## src/hdl/sips_regs.svh

```systemverilog
// constants for the serial-in parallel-out shifter
// assumes inclusion by bare name from the shifter files
`ifndef SIPS_REGS_SVH
`define SIPS_REGS_SVH

// ----------------------------------------
// widths and reset values
// ----------------------------------------
`define SIPS_STAGES      8
`define SIPS_FIFO_DEPTH  8
`define SIPS_STAGE_RESET 8'h00

`endif

```

## src/hdl/sips_pkg.sv

```systemverilog
// types for the serial-in parallel-out shifter
// assumes the constants header is compiled alongside
`default_nettype none
`include "sips_regs.svh"

package sips_pkg;
  typedef logic [`SIPS_STAGES-1:0] sips_word_t;
endpackage : sips_pkg

`default_nettype wire

```

## src/hdl/sips_stream_if.sv

```systemverilog
// valid/ready word stream between the shifter and its fifo
// assumes one clock shared by both ends
`timescale 1ns/1ps
`default_nettype none

interface sips_stream_if #(
  parameter int WIDTH = 8
);
  logic [WIDTH-1:0] data;
  logic             valid;
  logic             ready;

  modport src (output data, output valid, input ready);
  modport snk (input data, input valid, output ready);
endinterface : sips_stream_if

`default_nettype wire

```

## src/hdl/sips_shifter.sv

```systemverilog
// eight-stage serial-in parallel-out shifter with word fifo on its output
// assumes all pin inputs are synchronous to i_clk
//
// Behaviour
// eight chained stages are fed from one line made from two feed pins.
// the feed line is high only when both feed pins are high.
// stages change, apart from clearing, only on a rising edge of the shift clock pin.
// on a rising edge the first stage takes the feed line and each other stage its neighbour.
// on a rising edge the old last-stage value is dropped with no carry-out.
// while the clear pin is low all stages go to zero, over clock and feed pins.
// with clear high and no rising edge every stage holds its level.
// each rising edge moves the pattern one place toward the last stage.
// the feed pins may change any time and are looked at only at the rising edge.
`timescale 1ns/1ps
`default_nettype none
`include "sips_regs.svh"

module sips_shifter (
  // clock and reset
  input  wire logic                 i_clk,
  input  wire logic                 i_rstn,
  // serial pins
  input  wire logic                 i_feed_one,
  input  wire logic                 i_feed_two,
  input  wire logic                 i_shift_clk,
  input  wire logic                 i_zero_all_n,
  // parallel outputs
  output logic [`SIPS_STAGES-1:0]   o_stage,
  output logic                      o_stage_out_one,
  output logic                      o_stage_out_last,
  // word stream
  output logic [`SIPS_STAGES-1:0]   o_word_data,
  output logic                      o_word_valid,
  input  wire logic                 i_word_ready,
  output logic                      o_push_ready,
  output logic                      o_overflow
);
  sips_pkg::sips_word_t stage_reg;
  sips_pkg::sips_word_t stage_next;
  logic                 clk_prev_reg;
  logic                 clk_prev_next;
  logic                 push_reg;
  logic                 push_next;
  logic                 ovf_reg;
  logic                 ovf_next;
  logic                 feed_line;
  logic                 rise;

  sips_stream_if #(.WIDTH(`SIPS_STAGES)) to_fifo ();
  sips_stream_if #(.WIDTH(`SIPS_STAGES)) from_fifo ();

  // ----------------------------------------
  // feed gating and edge detect
  // ----------------------------------------
  assign feed_line = i_feed_one & i_feed_two;
  assign rise      = i_shift_clk & ~clk_prev_reg;

  // ----------------------------------------
  // stage chain
  // ----------------------------------------
  always_comb begin
    stage_next    = stage_reg;
    clk_prev_next = i_shift_clk;
    push_next     = 1'b0;
    ovf_next      = ovf_reg;
    if (!i_zero_all_n) begin
      stage_next = `SIPS_STAGE_RESET;
    end else if (rise) begin
      stage_next = {stage_reg[`SIPS_STAGES-2:0], feed_line};
      push_next  = 1'b1;
    end
    if (push_reg && !to_fifo.ready) begin
      ovf_next = 1'b1;
    end
  end

  always_ff @(posedge i_clk) begin
    if (!i_rstn) begin
      stage_reg    <= `SIPS_STAGE_RESET;
      clk_prev_reg <= 1'b0;
      push_reg     <= 1'b0;
      ovf_reg      <= 1'b0;
    end else begin
      stage_reg    <= stage_next;
      clk_prev_reg <= clk_prev_next;
      push_reg     <= push_next;
      ovf_reg      <= ovf_next;
    end
  end

  // ----------------------------------------
  // word fifo
  // ----------------------------------------
  assign to_fifo.data    = stage_reg;
  assign to_fifo.valid   = push_reg;
  assign from_fifo.ready = i_word_ready;

  sips_fifo #(
    .WIDTH (`SIPS_STAGES),
    .DEPTH (`SIPS_FIFO_DEPTH)
  ) u_fifo (
    .i_clk  (i_clk),
    .i_rstn (i_rstn),
    .s_in   (to_fifo),
    .s_out  (from_fifo)
  );

  // ----------------------------------------
  // outputs
  // ----------------------------------------
  assign o_stage          = stage_reg;
  assign o_stage_out_one  = stage_reg[0];
  assign o_stage_out_last = stage_reg[`SIPS_STAGES-1];
  assign o_word_data      = from_fifo.data;
  assign o_word_valid     = from_fifo.valid;
  assign o_push_ready     = to_fifo.ready;
  assign o_overflow       = ovf_reg;
endmodule : sips_shifter

`default_nettype wire

```

## src/hdl/sips_fifo.sv

```systemverilog
// word fifo with valid/ready on both sides
// assumes synchronous active-low reset on i_clk
`timescale 1ns/1ps
`default_nettype none

module sips_fifo #(
  parameter int WIDTH = 8,
  parameter int DEPTH = 8
) (
  // clock and reset
  input  wire logic i_clk,
  input  wire logic i_rstn,
  // streams
  sips_stream_if.snk s_in,
  sips_stream_if.src s_out
);
  localparam int AW = $clog2(DEPTH);

  logic [WIDTH-1:0] mem_reg [DEPTH];
  logic [AW:0]      wptr_reg;
  logic [AW:0]      wptr_next;
  logic [AW:0]      rptr_reg;
  logic [AW:0]      rptr_next;
  logic             full;
  logic             empty;
  logic             push;
  logic             pop;

  // ----------------------------------------
  // flags and handshakes
  // ----------------------------------------
  assign empty       = (wptr_reg == rptr_reg);
  assign full        = (wptr_reg[AW-1:0] == rptr_reg[AW-1:0]) && (wptr_reg[AW] != rptr_reg[AW]);
  assign s_in.ready  = !full;
  assign s_out.valid = !empty;
  assign s_out.data  = mem_reg[rptr_reg[AW-1:0]];
  assign push        = s_in.valid && !full;
  assign pop         = s_out.ready && !empty;

  always_comb begin
    wptr_next = wptr_reg;
    rptr_next = rptr_reg;
    if (push) begin
      wptr_next = wptr_reg + 1'b1;
    end
    if (pop) begin
      rptr_next = rptr_reg + 1'b1;
    end
  end

  always_ff @(posedge i_clk) begin
    if (!i_rstn) begin
      wptr_reg <= '0;
      rptr_reg <= '0;
    end else begin
      wptr_reg <= wptr_next;
      rptr_reg <= rptr_next;
    end
  end

  always_ff @(posedge i_clk) begin
    if (push) begin
      mem_reg[wptr_reg[AW-1:0]] <= s_in.data;
    end
  end
endmodule : sips_fifo

`default_nettype wire

```

## config.mk

```make
export PLATFORM = sky130hd
export DESIGN_NAME = sips_shifter
export DESIGN_NICKNAME = d
export VERILOG_FILES = /design/src/hdl/sips_pkg.sv /design/src/hdl/sips_stream_if.sv /design/src/hdl/sips_shifter.sv /design/src/hdl/sips_fifo.sv
export VERILOG_INCLUDE_DIRS = /design/src /design/src/hdl
export SDC_FILE = /design/constraint.sdc
export NUM_CORES = 1
export LEC_CHECK = 0
export BUFFER_PORTS_ARGS = -buffer_cell sky130_fd_sc_hd__buf_2
export CAP_MARGIN = 20
export CORE_UTILIZATION = 58
export DETAILED_ROUTE_END_ITERATION = 8
export PLACE_DENSITY = 0.83
export REMOVE_ABC_BUFFERS = 1
export SYNTH_ARGS = -nofsm -noshare
export SYNTH_HDL_FRONTEND = slang
export SYNTH_SLANG_ARGS = --single-unit
```

## constraint.sdc

```tcl
create_clock -name i_clk -period 4.2 [get_ports i_clk]
set_input_delay 0.42 -clock i_clk [delete_from_list [all_inputs] [get_ports i_clk]]
set_output_delay 0.42 -clock i_clk [all_outputs]
set_load 0.02 [all_outputs]
```

### Word level (Yosys, flattened, before mapping)

Memory sizes are Yosys's and may differ from the RTL's. A register that Yosys moved wholly into a read port is not among the register bits.
Cells that the tools add are included.

* flip-flop bits (word level): 19
* bits in latches: 0
* bits in writable memories: 64
* bits in read-only memories: 0
* input bits: 7
* memories: 1

Memories
* u_fifo.mem_reg: words 8, bits a word 8, read ports 1, clocked after Yosys merged registers in 1, wr ports 1, RTL line sips_fifo.sv:19 `logic [WIDTH-1:0] mem_reg [DEPTH];`

* $add $sub $neg: 2
* $mul: 0
* divide/modulo/power cells: 0
* $lt $le $gt $ge: 0
* eq/ne operators: 3
* shifts and indexed selects: 0
* mux-type cells: 5
* bitwise logic cells: 3
* reductions and logical operators: 7

Operator list (count)
* $add 4x1->4 const B: 2
* $mux 3: 2
* $eq 4x4->1: 1
* $logic_and 1x1->1: 4
* $eq 3x3->1: 1
* $mux 1: 3
* $and 1x1->1: 2
* $logic_not 1->1: 2
* $reduce_and 2->1: 1
* $ne 1x1->1: 1
* $not 1->1: 1

### Longest topological paths before layout

* depth after elaboration: 6
* depth in mapped cells: 5
* depth with buffers taken out: 4

### Cells and area by module

Synthesis repeated with hierarchy kept, for this count alone.

* cell total of the unflattened synthesis: 223
* area total of the unflattened synthesis: 3652.3 um2

Modules (own cells, without submodules)
* sips_fifo: times used 1, cells each 177, area each 3253.1 um2, seq. area each 2142.1 um2
* sips_shifter: times used 1, cells each 46, area each 399.1 um2, seq. area each 220.2 um2

### Worst setup path before layout

OpenSTA, ideal clock, no wires.

* kind: register to register
* start point: register u_fifo.wptr_reg[0]
* end point: memory u_fifo.mem_reg[4][0] (enable)
* data arrival time: 1807 ps
* setup slack: 1998 ps
* stages on the path, launching flop included: 5
* buffers on the path: 1
* cells stage by stage: dfxtp_1 -> buf_6 -> xor2_2 -> nor4_4 -> nor4_1

* cells in the longest elaborated chain, start to end: 6

RTL lines
* start, declared: RTL line sips_fifo.sv:20 `logic [AW:0] wptr_reg;`
* start signal, assigned: RTL line sips_fifo.sv:56 `wptr_reg <= wptr_next;`
* $eq 3x3->1: RTL line sips_fifo.sv:33 `assign full = (wptr_reg[AW-1:0] == rptr_reg[AW-1:0]) && (wptr_reg[AW] != rptr_reg[AW]);`
* $logic_and 1x1->1: RTL line sips_fifo.sv:33
* $logic_not 1->1: RTL line sips_fifo.sv:37 `assign push = s_in.valid && !full;`
* $logic_and 1x1->1: RTL line sips_fifo.sv:37
* $mux 1: RTL line sips_fifo.sv:62 `if (push) begin`
* $mux 1 (not written as such): RTL line sips_fifo.sv:63 `mem_reg[wptr_reg[AW-1:0]] <= s_in.data;`
* end, declared: RTL line sips_fifo.sv:19

Several ways; a longest one is shown, not always the timed one.

### Final worst setup path

* start point: register u_fifo.wptr_reg[0]
* end point: memory u_fifo.mem_reg[1][1] (enable)

The elaborated chain is that of the path after synthesis.

==> results.json <==
{
  "outcome": "finished, final reports clean",
  "critPathArrivalTime_ps": 2580,
  "die_y_um": 79.2,
  "postCtsSetupBuffers": 0,
  "p_total_w": 0.00149,
  "cts_buffers": 9,
  "final_common_cell": "edfxtp_1",
  "period_share_pct": 62.6,
  "rsz0062_at_grt": "no",
  "yosysSeqAreaShare_pct": 68.4,
  "grtUsageMet2_pct": 32.6,
  "io_buffers": 27,
  "synth_top_family_by_area": "multiplexers",
  "initial_core_util_pct": 61.6,
  "fillCellCount": 391,
  "clock.fmax_mhz": 381,
  "worst_pin_slew_ps": 997,
  "final_util_pct": 68.1,
  "wl_per_cell_um": 18.2,
  "tns_ps": 0,
  "core_sq_um": 5610,
  "synthMuxAreaShare_pct": 13.0,
  "cts_tree": "yes",
  "vias": 1829,
  "cts_resized": 0,
  "grt-busiest-layer": "met2",
  "gp_congestion": 0.807,
  "synth_compound_area_share_pct": 4.46,
  "path_class": "reg -> reg",
  "drtAntennaViolNets": 0,
  "synthSimpleGateAreaFrac_pct": 8.01,
  "required_ps": 4160,
  "nets": 250,
  "clk_latency_ps": 330,
  "skew_ps": 7.42,
  "synthAdderAreaFrac_pct": 0.725,
  "leakagePower_nw": 1.32,
  "hold_path.class": "in -> reg",
  "largest_reg_flops": 64,
  "vdd_ir_drop_max_uv": 193,
  "holdBufCountCts": 0,
  "first_pass_iters": 4,
  "grt_use_met1_pct": 27.2,
  "n_antenna_cell": 0,
  "clock_sinks": 86,
  "routed_wirelength_um": 5790,
  "cap_violations": 0,
  "num_io_pins": 28,
  "num_rows": 27,
  "synth.distinct_cells": 34,
  "clk_path_buf_depth": 2,
  "p_per_area_nw_per_um2": 390,
  "antenna_found_initial": 0,
  "die_area_sq_um": 6260,
  "finalSetupViolations": 0,
  "synth_area_per_cell_sq_um": 16.3,
  "grt_pass1_wl_um": 9150,
  "netlist_instances": 212,
  "dp_hpwl_um": 3820,
  "overflow": 0,
  "start_kind": "flop",
  "drt_iter0_markers": 144,
  "final_cell_mix": "edfxtp_1 (64), buf_2 (27), nand2_1 (22), dfxtp_1 (22), mux4_2 (16)",
  "finalMaxSlewViolations": 0,
  "viasPerCell": 5.75,
  "area_growth_pct": 10.7,
  "drc": 0,
  "grt_pass1_vias": 1799,
  "relSlewSlack_pct": 33.3,
  "htree_levels": 3,
  "gr-usage-met3_pct": 3.56,
  "worstSetupEndpointType": "flop",
  "die_w_um": 79.2,
  "finalCriticalPeriod_ps": 2630,
  "clkTransAtPathRegs_ps": 80,
  "yosys.area_share.xor_xnor_pct": 2.75,
  "clockRootBuffer": "clkbuf_8",
  "grt_usage_pct": 20.7,
  "grt_max_degree": 17,
  "path_max_fanout": 9,
  "hold_viol": 0,
  "drive_gt1_share_pct": 32.1,
  "ys.warnings.count": 0,
  "synthesis.area_sq_um": 3450,
  "synth_seq_cells": 86
}
power breakdown:
part / internal [W] / switching (W)
Sequential: 0.000906 / 0.0000103
Clock: 0.000209 / 0.000266
Combinational: 0.0000474 / 0.0000492
layout make-up:
| cell class | count | area [sq um] | share of cell area [%] |
|---|---|---|---|
| flip-flops and latches | 86 | 2360 | 61.8 |
| repair buffers | 30 | 178 | 4.65 |
| inverters | 5 | 18.8 | 0.491 |
| clock buffers | 9 | 124 | 3.24 |
| well taps | 72 | 90.1 | 2.36 |
| multi-input cells | 109 | 1010 | 26.3 |
| clock inverters | 7 | 41.3 | 1.08 |
routing by layer:
metal  vias up  wire length (um)
met5         -                 0
met4         0                97
met3        11               270
met2        51              2950
met1       908              2470
li1        859                 -
per-stage QoR:
stage | setup WS [ps] | hold WS (ps) | instances | area, sq um
6_report | 1570 | 321 | 318 | 3820
5_1_grt | 1450 | 340 | 318 | 3820
4_1_cts | 1240 | 309 | 317 | 3790
2_1_floorplan | 1930 | 510 | 200 | 3380
3_3_place_gp | 1660 | 461 | 301 | 3630
3_5_place_dp | 1560 | 454 | 301 | 3630
path summary, 6_finish.rpt:
| kind | cells past startpoint | end | start | slack, ps |
|---|---|---|---|---|
| hold reg to reg | 2 | o_overflow$_SDFFE_PN0P_ | o_overflow$_SDFFE_PN0P_ | 490 |
| hold / removal | 2 | clk_prev_reg$_SDFF_PN0_ | i_shift_clk | 320 |
| setup reg to reg | 4 | u_fifo.mem_reg[1][1]$_DFFE_PP_ | u_fifo.wptr_reg[0]$_SDFFE_PN0P_ | 1570 |
| setup / recovery | 4 | u_fifo.mem_reg[1][1]$_DFFE_PP_ | u_fifo.wptr_reg[0]$_SDFFE_PN0P_ | 1570 |
synth_stat cells (all sizes together):
| library cell | number | share of area, % |
|---|---|---|
| nor3 | 4 | 0.87 |
| clkbuf | 5 | 0.54 |
| or3 | 3 | 0.54 |
| nor4 | 3 | 0.98 |
| o21ai | 6 | 0.87 |
| nor2 | 8 | 0.87 |
| inv | 5 | 0.54 |
| xor2 | 5 | 2.2 |
| edfxtp | 64 | 56 |
| mux2 | 8 | 2.6 |
| or3b | 1 | 0.33 |
| ha | 2 | 0.72 |
| nand3 | 4 | 0.58 |
| xnor2 | 2 | 0.51 |
| a211o | 1 | 0.25 |
| dfxtp | 22 | 13 |
| buf | 7 | 1.5 |
| and2 | 2 | 0.36 |
| nand2 | 22 | 2.4 |
| o41ai | 2 | 1.3 |
| nand2b | 3 | 0.54 |
| a31oi | 1 | 0.18 |
| nor2b | 1 | 0.18 |
| nand4 | 2 | 0.36 |
| mux4 | 16 | 10 |
| a21oi | 13 | 1.9 |
critical path, stage by stage, from the launching register on:
cell and delay (ps):
dfxtp_1 590, xor2_2 420, nor4_4 140, or3b_4 420, nor2_1 680
logic make-up (layout without fill, tap and decap cells):
group                      after synthesis  in the layout
DFF                                     86             86
muxes                                   24             24
AOI/OAI and AO/OA                       23             23
buffers and inverters                   17             51
and+or+nand+nor                         53             53
adders and majority gates                2              2
xor gates and xnor gates                 7              7
Power figures use the tool's default switching activity.
